$ cat config.mk
export PLATFORM = sky130hd
export DESIGN_NAME = rlsic_top
export DESIGN_NICKNAME = d
export VERILOG_FILES = /design/src/hdl/rlsic_pkg.sv /design/src/hdl/rlsic_sync.sv /design/src/hdl/rlsic_axil.sv /design/src/hdl/rlsic_top.sv
export SDC_FILE = /design/constraint.sdc
export NUM_CORES = 1
export LEC_CHECK = 0
export BUFFER_PORTS_ARGS = -buffer_cell sky130_fd_sc_hd__buf_2
export CORE_UTILIZATION = 48
export DETAILED_ROUTE_END_ITERATION = 7
export GPL_TIMING_DRIVEN = 0
export PLACE_DENSITY_LB_ADDON = 0.2
export SETUP_SLACK_MARGIN = 0.15
export SYNTH_ARGS = -nofsm -noshare
export SYNTH_HDL_FRONTEND = slang
export SYNTH_SLANG_ARGS = --single-unit
export TNS_END_PERCENT = 100
$ cat constraint.sdc
create_clock -name aclk -period 2 [get_ports aclk]
set_clock_uncertainty 0.2 [all_clocks]
set_input_delay 0.4 -clock aclk [delete_from_list [all_inputs] [get_ports aclk]]
set_output_delay 0.4 -clock aclk [all_outputs]
set_load 0.02 [all_outputs]
$ cat src/hdl/rlsic_pkg.sv
// Constants, carriers and helpers for the lane status / link parameter bank
// Assumes a 32-bit AXI4-Lite register port on a single 200 MHz clock
package rlsic_pkg;

    localparam int LANES = 8;
    localparam int ADDR_W = 8;

    // Register byte offsets
    localparam logic [7:0] OFF_ALIGN_CAL = 8'h00;
    localparam logic [7:0] OFF_CDR_LOCK = 8'h04;
    localparam logic [7:0] OFF_PARAM_ONE = 8'h08;
    localparam logic [7:0] OFF_IRQ_STAT = 8'h0c;
    localparam logic [7:0] OFF_IRQ_MASK = 8'h10;

    localparam logic [1:0] RESP_OKAY = 2'h0;
    localparam logic [1:0] RESP_SLVERR = 2'h2;
    localparam logic [31:0] WORD_ZERO = 32'h0000_0000;
    localparam logic [7:0] LANE_ZERO = 8'h00;

    // Per-lane monitor inputs
    typedef struct packed {
        logic [7:0] align_valid;
        logic [7:0] cal_busy;
        logic [7:0] cdr_locked;
    } rlsic_lane_t;

    // First link parameter word, field positions as laid out in the word
    typedef struct packed {
        logic [7:0] conv_m1;
        logic [2:0] rsv_hi;
        logic [4:0] frames_k1;
        logic [7:0] octets_f1;
        logic descr_en;
        logic [1:0] rsv_lo;
        logic [4:0] lanes_l1;
    } rlsic_param_t;

    typedef struct packed {
        logic [7:0] rsv_a;
        logic [7:0] align_valid;
        logic [7:0] rsv_b;
        logic [7:0] cal_busy;
    } rlsic_stat2_t;

    typedef struct packed {
        logic [23:0] rsv;
        logic [7:0] cdr_locked;
    } rlsic_stat3_t;

    // Sticky event word: loss of alignment and loss of data lock
    typedef struct packed {
        logic [15:0] rsv;
        logic [7:0] cdr_lost;
        logic [7:0] align_lost;
    } rlsic_irq_t;

    // Byte-lane merge of a write into an old word
    function automatic logic [31:0] rlsic_merge(
        input logic [31:0] old_w,
        input logic [31:0] new_w,
        input logic [3:0] strb
    );
        logic [31:0] r;
        r = old_w;
        for (int i = 0; i < 4; i++) begin
            if (strb[i]) begin
                r[i*8 +: 8] = new_w[i*8 +: 8];
            end
        end
        return r;
    endfunction

endpackage

$ cat src/hdl/rlsic_sync.sv
// Two-flop level synchroniser for a group of status bits
// Assumes each bit is a slow level from another clock domain
`timescale 1ns/1ps
module rlsic_sync
    import rlsic_pkg::*;
#(
    parameter int W = 24
) (
    input wire logic aclk,
    input wire logic aresetn,
    input wire logic [W-1:0] d_async,
    output logic [W-1:0] q
);

    logic [W-1:0] meta_reg;
    logic [W-1:0] q_reg;

    always_ff @(posedge aclk) begin
        if (!aresetn) begin
            meta_reg <= '0;
            q_reg <= '0;
        end else begin
            meta_reg <= d_async;
            q_reg <= meta_reg;
        end
    end

    assign q = q_reg;

    AST_SYNC_TWO_STAGE: assert property (
        @(posedge aclk) disable iff (!aresetn)
        $past(aresetn, 2) |-> q_reg == $past(d_async, 2))
        else $error("Sync output not input delayed two cycles");

endmodule

$ cat src/hdl/rlsic_axil.sv
// AXI4-Lite slave front end: handshakes, one write and one read at a time
// Assumes the parent decodes addresses and returns data and error flags
`timescale 1ns/1ps
module rlsic_axil
    import rlsic_pkg::*;
(
    input wire logic aclk,
    input wire logic aresetn,
    input wire logic [ADDR_W-1:0] s_awaddr,
    input wire logic s_awvalid,
    output logic s_awready,
    input wire logic [31:0] s_wdata,
    input wire logic [3:0] s_wstrb,
    input wire logic s_wvalid,
    output logic s_wready,
    output logic [1:0] s_bresp,
    output logic s_bvalid,
    input wire logic s_bready,
    input wire logic s_arvalid,
    output logic s_arready,
    output logic [31:0] s_rdata,
    output logic [1:0] s_rresp,
    output logic s_rvalid,
    input wire logic s_rready,
    output logic wr_en,
    output logic [ADDR_W-1:0] wr_addr,
    output logic [31:0] wr_data,
    output logic [3:0] wr_strb,
    input wire logic wr_err,
    input wire logic [31:0] rd_data,
    input wire logic rd_err
);

    logic awready_reg;
    logic wready_reg;
    logic aw_got_reg;
    logic w_got_reg;
    logic bvalid_reg;
    logic [1:0] bresp_reg;
    logic [ADDR_W-1:0] awaddr_reg;
    logic [31:0] wdata_reg;
    logic [3:0] wstrb_reg;
    logic arready_reg;
    logic rvalid_reg;
    logic [1:0] rresp_reg;
    logic [31:0] rdata_reg;

    // Write fires once address and data are both held
    assign wr_en = aw_got_reg && w_got_reg;
    assign wr_addr = awaddr_reg;
    assign wr_data = wdata_reg;
    assign wr_strb = wstrb_reg;

    always_ff @(posedge aclk) begin
        if (!aresetn) begin
            awready_reg <= 1'b1;
            wready_reg <= 1'b1;
            aw_got_reg <= 1'b0;
            w_got_reg <= 1'b0;
            bvalid_reg <= 1'b0;
            bresp_reg <= RESP_OKAY;
            awaddr_reg <= '0;
            wdata_reg <= WORD_ZERO;
            wstrb_reg <= '0;
        end else begin
            if (s_awvalid && awready_reg) begin
                awready_reg <= 1'b0;
                aw_got_reg <= 1'b1;
                awaddr_reg <= s_awaddr;
            end
            if (s_wvalid && wready_reg) begin
                wready_reg <= 1'b0;
                w_got_reg <= 1'b1;
                wdata_reg <= s_wdata;
                wstrb_reg <= s_wstrb;
            end
            if (wr_en) begin
                aw_got_reg <= 1'b0;
                w_got_reg <= 1'b0;
                bvalid_reg <= 1'b1;
                bresp_reg <= wr_err ? RESP_SLVERR : RESP_OKAY;
            end
            if (bvalid_reg && s_bready) begin
                bvalid_reg <= 1'b0;
                awready_reg <= 1'b1;
                wready_reg <= 1'b1;
            end
        end
    end

    always_ff @(posedge aclk) begin
        if (!aresetn) begin
            arready_reg <= 1'b1;
            rvalid_reg <= 1'b0;
            rresp_reg <= RESP_OKAY;
            rdata_reg <= WORD_ZERO;
        end else if (s_arvalid && arready_reg) begin
            arready_reg <= 1'b0;
            rvalid_reg <= 1'b1;
            rresp_reg <= rd_err ? RESP_SLVERR : RESP_OKAY;
            rdata_reg <= rd_err ? WORD_ZERO : rd_data;
        end else if (rvalid_reg && s_rready) begin
            rvalid_reg <= 1'b0;
            arready_reg <= 1'b1;
        end
    end

    assign s_awready = awready_reg;
    assign s_wready = wready_reg;
    assign s_bvalid = bvalid_reg;
    assign s_bresp = bresp_reg;
    assign s_arready = arready_reg;
    assign s_rvalid = rvalid_reg;
    assign s_rresp = rresp_reg;
    assign s_rdata = rdata_reg;

endmodule

$ cat src/hdl/rlsic_top.sv
// Receive lane debug monitors and first link parameter word, AXI4-Lite
// Assumes lane inputs are slow levels from transceiver clock domains
`timescale 1ns/1ps
module rlsic_top
    import rlsic_pkg::*;
#(
    parameter bit RUNTIME_CFG_EN = 1'b1,
    parameter logic [7:0] INIT_CONV_M1 = 8'h01,
    parameter logic [4:0] INIT_FRAMES_K1 = 5'h1f,
    parameter logic [7:0] INIT_OCTETS_F1 = 8'h01,
    parameter logic INIT_DESCR_EN = 1'b1,
    parameter logic [4:0] INIT_LANES_L1 = 5'h03
) (
    input wire logic aclk,
    input wire logic aresetn,
    input wire logic [ADDR_W-1:0] s_awaddr,
    input wire logic [2:0] s_awprot,
    input wire logic s_awvalid,
    output logic s_awready,
    input wire logic [31:0] s_wdata,
    input wire logic [3:0] s_wstrb,
    input wire logic s_wvalid,
    output logic s_wready,
    output logic [1:0] s_bresp,
    output logic s_bvalid,
    input wire logic s_bready,
    input wire logic [ADDR_W-1:0] s_araddr,
    input wire logic [2:0] s_arprot,
    input wire logic s_arvalid,
    output logic s_arready,
    output logic [31:0] s_rdata,
    output logic [1:0] s_rresp,
    output logic s_rvalid,
    input wire logic s_rready,
    input wire rlsic_lane_t lane_status_async,
    output rlsic_param_t link_param,
    output logic irq
);

    localparam rlsic_param_t PARAM_INIT = '{
        conv_m1: INIT_CONV_M1,
        rsv_hi: 3'h0,
        frames_k1: INIT_FRAMES_K1,
        octets_f1: INIT_OCTETS_F1,
        descr_en: INIT_DESCR_EN,
        rsv_lo: 2'h0,
        lanes_l1: INIT_LANES_L1
    };
    localparam logic [31:0] IRQ_USED = 32'h0000_ffff;
    localparam int RD_LAT = 1;

    rlsic_lane_t lane_sync;
    rlsic_lane_t lane_prev_reg;
    rlsic_param_t param_reg;
    rlsic_param_t param_next;
    rlsic_irq_t irq_stat_reg;
    rlsic_irq_t irq_mask_reg;
    rlsic_irq_t irq_set;
    rlsic_stat2_t stat2;
    rlsic_stat3_t stat3;
    logic irq_reg;
    logic wr_en;
    logic [ADDR_W-1:0] wr_addr;
    logic [31:0] wr_data;
    logic [3:0] wr_strb;
    logic wr_err;
    logic [31:0] rd_data;
    logic rd_err;
    logic rd_take;

    // Bring per-lane levels into the register clock
    rlsic_sync #(
        .W($bits(rlsic_lane_t))
    ) u_sync (
        .aclk(aclk),
        .aresetn(aresetn),
        .d_async(lane_status_async),
        .q(lane_sync)
    );

    rlsic_axil u_axil (
        .aclk(aclk),
        .aresetn(aresetn),
        .s_awaddr(s_awaddr),
        .s_awvalid(s_awvalid),
        .s_awready(s_awready),
        .s_wdata(s_wdata),
        .s_wstrb(s_wstrb),
        .s_wvalid(s_wvalid),
        .s_wready(s_wready),
        .s_bresp(s_bresp),
        .s_bvalid(s_bvalid),
        .s_bready(s_bready),
        .s_arvalid(s_arvalid),
        .s_arready(s_arready),
        .s_rdata(s_rdata),
        .s_rresp(s_rresp),
        .s_rvalid(s_rvalid),
        .s_rready(s_rready),
        .wr_en(wr_en),
        .wr_addr(wr_addr),
        .wr_data(wr_data),
        .wr_strb(wr_strb),
        .wr_err(wr_err),
        .rd_data(rd_data),
        .rd_err(rd_err)
    );

    // Status word images
    always_comb begin
        stat2 = '0;
        stat2.align_valid = lane_sync.align_valid;
        stat2.cal_busy = lane_sync.cal_busy;
        stat3 = '0;
        stat3.cdr_locked = lane_sync.cdr_locked;
    end

    // Read decode
    always_comb begin
        rd_data = WORD_ZERO;
        rd_err = 1'b0;
        case (s_araddr)
            OFF_ALIGN_CAL: rd_data = stat2;
            OFF_CDR_LOCK: rd_data = stat3;
            OFF_PARAM_ONE: rd_data = param_reg;
            OFF_IRQ_STAT: rd_data = irq_stat_reg;
            OFF_IRQ_MASK: rd_data = irq_mask_reg;
            default: rd_err = 1'b1;
        endcase
    end

    // Write decode: status words accept and ignore writes
    always_comb begin
        case (wr_addr)
            OFF_ALIGN_CAL: wr_err = 1'b0;
            OFF_CDR_LOCK: wr_err = 1'b0;
            OFF_PARAM_ONE: wr_err = 1'b0;
            OFF_IRQ_STAT: wr_err = 1'b0;
            OFF_IRQ_MASK: wr_err = 1'b0;
            default: wr_err = 1'b1;
        endcase
    end

    // Next parameter word, reserved fields held at zero
    always_comb begin
        param_next = rlsic_merge(param_reg, wr_data, wr_strb);
        param_next.rsv_hi = 3'h0;
        param_next.rsv_lo = 2'h0;
    end

    always_ff @(posedge aclk) begin
        if (!aresetn) begin
            param_reg <= PARAM_INIT;
        end else if (RUNTIME_CFG_EN && wr_en &&
                     wr_addr == OFF_PARAM_ONE) begin
            param_reg <= param_next;
        end
    end

    // Parameter word feeds the alignment sequence sender
    assign link_param = param_reg;

    // Loss events from synchronised levels
    always_ff @(posedge aclk) begin
        if (!aresetn) begin
            lane_prev_reg <= '0;
        end else begin
            lane_prev_reg <= lane_sync;
        end
    end

    always_comb begin
        irq_set = '0;
        irq_set.align_lost = lane_prev_reg.align_valid &
                             ~lane_sync.align_valid;
        irq_set.cdr_lost = lane_prev_reg.cdr_locked &
                           ~lane_sync.cdr_locked;
    end

    // Sticky status, write one to clear, set wins
    always_ff @(posedge aclk) begin
        if (!aresetn) begin
            irq_stat_reg <= '0;
        end else if (wr_en && wr_addr == OFF_IRQ_STAT) begin
            irq_stat_reg <= (irq_stat_reg &
                ~(rlsic_merge(WORD_ZERO, wr_data, wr_strb) & IRQ_USED))
                | irq_set;
        end else begin
            irq_stat_reg <= irq_stat_reg | irq_set;
        end
    end

    always_ff @(posedge aclk) begin
        if (!aresetn) begin
            irq_mask_reg <= '0;
        end else if (wr_en && wr_addr == OFF_IRQ_MASK) begin
            irq_mask_reg <= rlsic_merge(irq_mask_reg, wr_data, wr_strb)
                            & IRQ_USED;
        end
    end

    always_ff @(posedge aclk) begin
        if (!aresetn) begin
            irq_reg <= 1'b0;
        end else begin
            irq_reg <= |(irq_stat_reg & irq_mask_reg);
        end
    end

    assign irq = irq_reg;

    // Read take for checks
    assign rd_take = s_arvalid && s_arready;

    AST_ALIGN_READ: assert property (
        @(posedge aclk) disable iff (!aresetn)
        rd_take && s_araddr == OFF_ALIGN_CAL |-> ##RD_LAT
        s_rvalid && s_rdata[23:16] == $past(lane_sync.align_valid))
        else $error("Alignment bits not returned in 23:16");

    AST_CAL_READ: assert property (
        @(posedge aclk) disable iff (!aresetn)
        rd_take && s_araddr == OFF_ALIGN_CAL |=>
        s_rdata[7:0] == $past(lane_sync.cal_busy))
        else $error("Calibration bits not returned in 7:0");

    AST_CDR_READ: assert property (
        @(posedge aclk) disable iff (!aresetn)
        rd_take && s_araddr == OFF_CDR_LOCK |=>
        s_rdata[7:0] == $past(lane_sync.cdr_locked))
        else $error("Data lock bits not returned in 7:0");

    AST_RSV_ZERO: assert property (
        @(posedge aclk) disable iff (!aresetn)
        rd_take && (s_araddr == OFF_ALIGN_CAL ||
                    s_araddr == OFF_CDR_LOCK) |=>
        s_rdata[31:24] == LANE_ZERO && s_rdata[15:8] == LANE_ZERO &&
        ($past(s_araddr) != OFF_CDR_LOCK ||
         s_rdata[23:16] == LANE_ZERO))
        else $error("Reserved status bits not zero");

    AST_CONV_WRITE: assert property (
        @(posedge aclk) disable iff (!aresetn)
        wr_en && wr_addr == OFF_PARAM_ONE && wr_strb[3] &&
        RUNTIME_CFG_EN |=> link_param.conv_m1 == $past(wr_data[31:24]))
        else $error("Converter field not written");

    AST_PARAM_RSV: assert property (
        @(posedge aclk) disable iff (!aresetn)
        wr_en && wr_addr == OFF_PARAM_ONE |=> ##[0:2]
        link_param.rsv_hi == 3'h0 && link_param.rsv_lo == 2'h0)
        else $error("Parameter reserved bits not zero");

    AST_PARAM_INIT: assert property (
        @(posedge aclk)
        $rose(aresetn) |-> link_param == PARAM_INIT)
        else $error("Parameter word not at generated value");

    AST_PARAM_LOCK: assert property (
        @(posedge aclk) disable iff (!aresetn)
        !RUNTIME_CFG_EN && $past(aresetn) |-> $stable(link_param))
        else $error("Parameter word changed while locked");

    AST_OCTET_LANE: assert property (
        @(posedge aclk) disable iff (!aresetn)
        wr_en && wr_addr == OFF_PARAM_ONE && wr_strb[1] && wr_strb[0] &&
        RUNTIME_CFG_EN |=>
        link_param.octets_f1 == $past(wr_data[15:8]) &&
        link_param.descr_en == $past(wr_data[7]) &&
        link_param.lanes_l1 == $past(wr_data[4:0]))
        else $error("Octet, scrambler or lane field not written");

    AST_IRQ_LEVEL: assert property (
        @(posedge aclk) disable iff (!aresetn)
        |(irq_stat_reg & irq_mask_reg) |=> irq)
        else $error("Interrupt not raised for unmasked event");

    AST_SET_WINS: assert property (
        @(posedge aclk) disable iff (!aresetn)
        |irq_set |=> |irq_stat_reg)
        else $error("Event lost against clear");

    AST_IRQ_QUIET: assert property (
        @(posedge aclk) disable iff (!aresetn)
        !(|(irq_stat_reg & irq_mask_reg)) |=> !irq)
        else $error("Interrupt high with no unmasked event");

    AST_STAT_CLEAR: assert property (
        @(posedge aclk) disable iff (!aresetn)
        wr_en && wr_addr == OFF_IRQ_STAT && wr_strb[0] && wr_data[0] &&
        !irq_set.align_lost[0] |=> !irq_stat_reg.align_lost[0])
        else $error("Write one did not clear status bit");

endmodule

==> impl_metrics.ini, run 1 <==
[sta]
worst_slack_ps = 205
relSlewSlack_pct = 54.3
slew_viol_final = 0
rsz0062_at_grt = yes
finalCriticalPeriod_ps = 1800
hold_viol = 0
period_share_pct = 89.8
setup_violations = 0
hold_ws_ps = 23.0
fmax_mhz = 557
worstMarginPinSlew_ps = 682

[floorplanning]
rows = 45
core_area_mm2 = 0.0151
die_w_um = 127
ios = 163
die_h_um = 127
dieArea_mm2 = 0.0160
start_util_pct = 49.2

[global_routing]
grt_max_degree = 15
use_met2_pct = 44.4
grt_pass1_vias = 6265
grt-busiest-layer = met2
use_met1_pct = 35.0
use_met3_pct = 4.47
grt.total_usage_pct = 26.3
grt_pass1_wl_mm = 32.9
antenna_found_initial = 0
overflow = 0

[logic_synthesis]
postSynthCellCount = 795
synth-main-ff-cell = dfxtp_1
synthMostInstantiatedCell = dfxtp_1
synth_seq_area_share_pct = 55.4
netlist_top_cells_area = dfxtp_1 (55%), nand2_1 (6.2%), and2_1 (5.6%)
synth_warnings = 0
synth_commonest_cells = dfxtp_1 (206), nand2_1 (122), a21oi_1 (76), and2_1 (67), o21ai_0 (61)
yosysUniqueCellTypes = 42
syn_avg_cell_area_um2 = 9.37
synth_edf_count = 0
synth_area_mm2 = 0.00745
ys_seq_elements = 206
synth_top_area_share_pct = 55.4
yosysTopAreaCell = dfxtp_1
async_flop_share_pct = 0

[clock_network]
clkSinkCount = 206
cts_max_path_buffers = 3
root_buffer = clkbuf_16
h-tree-depth = 1
numCtsBuffers = 21
cts_tree = yes
clk_latency_ps = 480
path_clk_slew_ps = 60

[cells_and_area]
fin_nets = 1140
largest_register_ffs = 32
fin_area_mm2 = 0.00997
num-fill-cells = 1266
seqCellArea_mm2 = 0.00413
fin_util_pct = 65.8
area_delta_synth_final_pct = 33.9
multi_input_area_mm2 = 0.00310
drive_gt1_share_pct = 23.0
antenna_cells = 0

[power]
peakVddDrop_uv = 581
power_density_mw_per_mm2 = 879
p_leak_nw = 4.26

[worst_setup_path]
crit_type = register to register
cp-start-kind = register
required_ps = 2140
crit_fanout = 6
end_kind = register
cp.arrival_ps = 1940

[route]
drt.antenna.violating_nets = 0
avgViaCountPerCell = 5.37
finalWirelength_mm = 21.5
routedWlPerCell_um = 17.1
drc = 2
dr.pass1.iters = 8
drtIter0Drc = 438
vias = 6733

[run_status]
status = finished, violations left
violations = design-rule violations

[place]
place_congestion = 0.853
placed_area_mm2 = 0.00844
dp.final_hpwl_mm = 14.8
pre_cts_slack_ps = -442
port_buffers = 145

[min_path]
hp-class = input port to register

[job]
cap_violations = 0
worst max-delay path: stages (launching register included):
cell      delay (ps)
dfxtp_4          350
nor4bb_4         270
buf_4            180
buf_6            100
nand4_1          170
buf_6            200
mux2i_1          130
nand2_1           60
layout by cell type (no fill, tap or decap), types with 4 or more instances in the layout:
| cell | n |
|---|---|
| and2_1 | 67 |
| clkbuf_8 | 7 |
| a22oi_1 | 24 |
| nand3_1 | 44 |
| dlygate4sd3_1 | 67 |
| nor2_1 | 20 |
| buf_4 | 22 |
| buf_6 | 6 |
| clkbuf_1 | 29 |
| clkinv_2 | 5 |
| a32o_1 | 5 |
| nand4_1 | 6 |
| nand2_1 | 122 |
| dfxtp_1 | 203 |
| clkbuf_2 | 11 |
| conb_1 | 7 |
| a21o_1 | 5 |
| mux4_2 | 6 |
| a31oi_1 | 4 |
| clkbuf_16 | 21 |
| buf_1 | 4 |
| a21oi_1 | 76 |
| nor2b_1 | 33 |
| mux2i_1 | 10 |
| buf_2 | 149 |
| a22o_1 | 13 |
| o21ai_0 | 52 |
| o21ai_1 | 9 |
metal layers:
metal / share of wire [%] / wire length [um]
met5: 0 / 0
met3: 6.8 / 1460
met2: 47 / 10100
met4: 1.9 / 418
met1: 44 / 9500
per-stage QoR:
stage	std cells	total power [mW]	TNS (ps)
final	1253	8.76	0
after floorplan	801	4.73	0
after global placement	1134	4.96	-23950
after CTS	1249	8.76	0
after global routing	1253	9.05	0
after detailed placement	1134	4.97	-26850
area by class of cell:
type | instances | area share (%)
Timing Repair Buffer | 227 | 15.2
Multi-Input combinational cell | 533 | 31.1
Tap cell | 188 | 2.36
Inverter | 3 | 0.113
Buffer | 59 | 3.11
Clock buffer | 31 | 6.35
Sequential cell | 206 | 41.4
Clock inverter | 6 | 0.326
final timing paths:
| kind | from | to | slack (ps) | cells past startpoint |
|---|---|---|---|---|
| setup / recovery | u_axil.wr_addr[1] | link_param[24] | 200 | 7 |
| hold / removal | s_rready | u_axil.s_arready | 20 | 3 |
| setup reg to reg | u_axil.wr_addr[1] | link_param[24] | 200 | 7 |
| hold reg to reg | u_sync.meta_reg[20] | u_sync.q[20] | 230 | 1 |
what timing repair did:
action                                 CTS  global route
pin swaps                                5             1
gates resized for setup                 12            50
gates cloned                             0             1
setup buffers                           11             3
endpoints found under the hold margin   67             0
hold buffers                            67             0
setup endpoints to repair               80            90
cells by family after synthesis:
family	synth area share, %
and+or+nand+nor	21.9
DFF	55.4
AOI/OAI and AO/OA	15.4
buffers and inverters	3.65
muxes	3.61
other	0.0504
report_power, final:
group / switching [mW] / leakage [nW] / internal, mW / total [mW]
combinational: 0.369 / 2.25 / 0.315 / 0.684
clock: 1.56 / 0.332 / 2.19 / 3.75
sequential: 0.0928 / 1.68 / 4.24 / 4.33
total: 2.02 / 4.26 / 6.74 / 8.76
(Power assumes the default switching activity.)
==> run 2: changes to the inputs <==
Settings changed: CORE_UTILIZATION 48 to 45.
==> run 2 against run 1 <==
Effect of this change: total power increased by 0.72%; worst hold slack better by 120 ps; highest routed layer unchanged; sequential cell count unchanged; the flow now finishes without violations; routed wire length fell by 0.51%; via count is 1.4% lower.
==> impl_metrics.ini, run 2 (synthesized netlist as in run 1, its figures left out) <==
[min_path]
worstHoldStart = s_araddr[5]
hp-class = input port to register
min_path_cells = 4
worstHoldEndpoint = u_axil.s_rdata[5]

[worst_setup_path]
cp-start-kind = register
critical_path.startpoint = u_axil.wr_addr[7]
required_ps = 2160
rr_endpoint = link_param[8]
rrSetupSlack_ps = 260
crit_fanout = 5
cp.arrival_ps = 1890
r2r_cells = 5
end_kind = register
crit_type = register to register
reg2reg_from = u_axil.wr_addr[7]

[clock_network]
numCtsBuffers = 22
h-tree-depth = 1
root_buffer = clkbuf_16
cts_max_path_buffers = 3
clk_latency_ps = 500
cts_tree = yes
path_clk_slew_ps = 60
clkSinkCount = 206

[floorplanning]
rows = 46
ios = 163
die_h_um = 131
die_w_um = 131
dieArea_mm2 = 0.0171
core_area_mm2 = 0.0160
start_util_pct = 46.5

[cells_and_area]
instances_no_fill = 1280
multi_input_area_mm2 = 0.00309
largest_register_ffs = 32
final_common_cell = dfxtp_1
antenna_cells = 0
drive_gt1_share_pct = 21.5
num-fill-cells = 1407
seqCellArea_mm2 = 0.00413
fin_nets = 1139
area_delta_synth_final_pct = 33.8
final_cell_mix = dfxtp_1 (205), buf_2 (148), nand2_1 (122)

[power]
intPower_mw = 6.79
power_mw = 8.83
p_leak_nw = 4.23
power_density_mw_per_mm2 = 886
p_clk_share_pct = 43.3
peakVddDrop_uv = 684
netSwitchingPower_mw = 2.03
p_seq_share_pct = 49.1
combPwrFrac_pct = 7.6
p_sw_share_pct = 23.1

[route]
dr.pass1.iters = 5
avgViaCountPerCell = 5.18
drt.antenna.violating_nets = 0
drtIter0Drc = 484
finalWirelength_mm = 21.4
vias = 6636
routedWlPerCell_um = 16.7
drc = 0

[place]
port_buffers = 145
place_congestion = 0.890
dp.final_hpwl_mm = 15.0
numPlacedInstances = 1162

[sta]
hold_viol = 0
period_share_pct = 86.8
finalCriticalPeriod_ps = 1740
relSlewSlack_pct = 56.7
fmax_mhz = 576
worstMarginPinSlew_ps = 649
rsz0062_at_grt = no
setup_violations = 0
slew_viol_final = 0

[job]
cap_violations = 0

[global_routing]
grt_pass1_vias = 6209
grt.total_usage_pct = 25.4
overflow = 0
grt_pass1_wl_mm = 32.9
antenna_found_initial = 0
grt_max_degree = 14

[run_status]
status = complete, no violations
[run 2: worst max path at each step]
stage,to
2_1_floorplan,u_axil.s_rdata[10]
3_3_place_gp,u_axil.s_rdata[22]
3_5_place_dp,u_axil.s_rdata[25]
5_1_grt,irq_mask_reg[11]
4_1_cts,u_axil.s_rdata[2]
6_report,link_param[8]
[run 2: cell type report]
cell class                      count  share of cell area, %
Buffer                             59                   2.98
Clock buffer                       32                   6.10
Timing Repair Buffer              225                   15.0
Tap cell                          216                   2.71
Multi-Input combinational cell    533                   31.0
Clock inverter                      6                  0.691
Inverter                            3                  0.113
Sequential cell                   206                   41.4
[run 2: power groups by stage]
| stage | Clock [mW] | Combinational, mW | Sequential (mW) |
|---|---|---|---|
| floorplan | 0 | 0.327 | 4.40 |
| detailed placement | 0 | 0.553 | 4.42 |
| global placement | 0 | 0.548 | 4.41 |
| global route | 4.05 | 0.743 | 4.34 |
| CTS | 3.88 | 0.661 | 4.33 |
| finish | 3.82 | 0.673 | 4.33 |
[run 2: stage by stage]
| step | hold slack [ps] | worst slack (ps) | instance area, um^2 | utilization [%] | TNS (ps) |
|---|---|---|---|---|---|
| after detailed placement | 218 | -437 | 8470 | 52.9 | -23180 |
| after global routing | 151 | 134 | 9960 | 62.3 | 0 |
| after global placement | 215 | -469 | 8470 | 52.9 | -22620 |
| after floorplan | 212 | 47.4 | 7470 | - | 0 |
| final | 143 | 265 | 9960 | 62.3 | 0 |
| after CTS | 69.6 | 154 | 9890 | 61.8 | 0 |
[run 2: repair_timing]
action                     in CTS  in global routing
buffers inserted                6                  5
hold endpoints to repair       69                  0
gates resized for setup        11                 19
gates cloned                    0                  1
hold buffers                   68                  0
setup endpoints to repair      79                 62
pin swaps                       6                  5
[run 2: critical path, stage by stage, from the launching register on]
cell     delay, ps
dfxtp_1        360
nor4_4         380
nand4_1        230
buf_4          220
mux2i_1        140
nand2_1         60
[run 2: routing by layer]
layer  vias to the layer above  global-route usage [%]  share of wire, %
met1                      3143                    34.8                45
met3                        27                    3.91               6.6
met2                       227                    41.2                47
li1                       3239                       -                 -
met5                         -                       0                 0
met4                         0                    7.57               2.1
==> run 3: changes to the inputs <==
Settings changed: CORE_MARGIN set to 8, CTS_CLUSTER_SIZE set to 24, REMOVE_ABC_BUFFERS set to 1.
==> run 3 against run 2 <==
Effect of this change: count of clock-buffer cells in the layout is the same; critical endpoint is now u_axil.s_rdata[18]; sequential share of layout area grew 0.20 points; largest cell class unchanged; global-route usage shrank 6.2 points.
==> impl_metrics.ini, run 3 (synthesized netlist as in run 1, its figures left out) <==
[run_status]
status = complete, no violations

[sta]
hold_viol = 0
tns_ps = 0
setup_violations = 0
slew_viol_final = 0
fmax_mhz = 557
rsz0062_at_grt = yes
hold_ws_ps = 20.6
worstMarginPinSlew_ps = 869
finalCriticalPeriod_ps = 1800
period_share_pct = 89.8
worst_slack_ps = 204
relSlewSlack_pct = 42.0

[job]
cap_violations = 0

[global_routing]
grt_max_degree = 102
grt_pass1_wl_mm = 31.6
grt_pass1_vias = 6199
overflow = 0
grt.total_usage_pct = 19.1
antenna_found_initial = 0

[cells_and_area]
final_cell_mix = dfxtp_1 (202), buf_2 (146), nand2_1 (120)
drive_gt1_share_pct = 22.6
largest_register_ffs = 32
area_delta_synth_final_pct = 33.3
instances_no_fill = 1229
antenna_cells = 0
fin_nets = 1084
final_common_cell = dfxtp_1

[clock_network]
clk_latency_ps = 500
numCtsBuffers = 22
cts_max_path_buffers = 3
h-tree-depth = 1
clkSinkCount = 206
root_buffer = clkbuf_16
cts_tree = yes
path_clk_slew_ps = 60

[power]
intPower_mw = 7.15
p_sw_share_pct = 22.3
p_leak_nw = 4.19
combPwrFrac_pct = 7.1
power_density_mw_per_mm2 = 927
netSwitchingPower_mw = 2.05
peakVddDrop_uv = 632
p_clk_share_pct = 45.9
p_seq_share_pct = 47.0

[floorplanning]
start_util_pct = 45.4
core_area_mm2 = 0.0164
dieArea_mm2 = 0.0209
ios = 163
die_h_um = 145
die_w_um = 145
rows = 47

[place]
place_congestion = 0.778
pre_cts_slack_ps = -852
numPlacedInstances = 1110
dp.final_hpwl_mm = 12.8
port_buffers = 146

[route]
vias = 6261
routedWlPerCell_um = 16.7
dr.pass1.iters = 4
drc = 0
avgViaCountPerCell = 5.09
drtIter0Drc = 330
drt.antenna.violating_nets = 0
finalWirelength_mm = 20.5

[worst_setup_path]
crit_fanout = 12
crit_type = input port to register
critPathSlowestCell = or4_4
required_ps = 2240
cp_slowest_stage_delay_ps = 630
crit_family = simple AND/OR/NAND/NOR gates
cp.arrival_ps = 2040
end_kind = register
cp_cell_sequence = buf_2 -> or4_4 -> nor2_4 -> and4_2 -> a21o_1
critPathBufInv = 1
cp-start-kind = input port

[min_path]
hp-class = input port to register
run 3: through the flow:
stage	total power, mW	cell area [um^2]	utilization, %
3_3_place_gp	4.92	8210	50.1
4_1_cts	9.25	9850	60.0
3_5_place_dp	4.93	8270	50.4
6_report	9.20	9920	60.5
2_1_floorplan	4.66	7210	-
5_1_grt	9.53	9920	60.5
run 3: worst paths after layout:
kind         slack, ps           startpoint                 end  depth (start not counted)
max                200          s_araddr[7]  u_axil.s_rdata[18]                          5
min reg2reg        230  u_sync.meta_reg[20]        u_sync.q[20]                          1
max reg2reg        250    u_axil.aw_got_reg      link_param[24]                          6
min                 20            s_awvalid    u_axil.s_awready                          2
run 3: cell type report:
type	instances	area, um^2
fill	1414	6480
sequential	206	4130
multi-input combinational	533	3140
timing repair buffer	229	1610
clock buffer	32	679
tap	220	275
clock inverter	6	83.8
inverter	3	11.3
run 3: worst reg2reg max path: stages, from the launching register on:
cell and delay (ps):
dfxtp_2 340, nor4bb_4 370, buf_4 190, nand4_1 140, buf_6 200, mux2i_1 140, nand2_1 60
run 3: layer usage:
layer | GRT usage, % | share of wire, %
met4 | 5.31 | 2.2
met2 | 33.0 | 48
met1 | 23.6 | 44
met5 | 0 | 0
met3 | 4.13 | 6.1
run 3: repair_timing:
action,in CTS,in global routing
endpoints found under the hold margin,70,0
gates cloned,0,2
pin swaps,10,2
hold buffers,68,0
buffers inserted,9,2
endpoints found under the setup margin,96,54
resized for setup,14,7
run 3: power by group through the flow:
stage	registers, mW	logic [mW]	clock network, mW
after floorplan	4.41	0.254	0
after global placement	4.41	0.513	0
after detailed placement	4.41	0.524	0
after CTS	4.32	0.640	4.29
after global routing	4.34	0.715	4.47
final	4.33	0.651	4.22
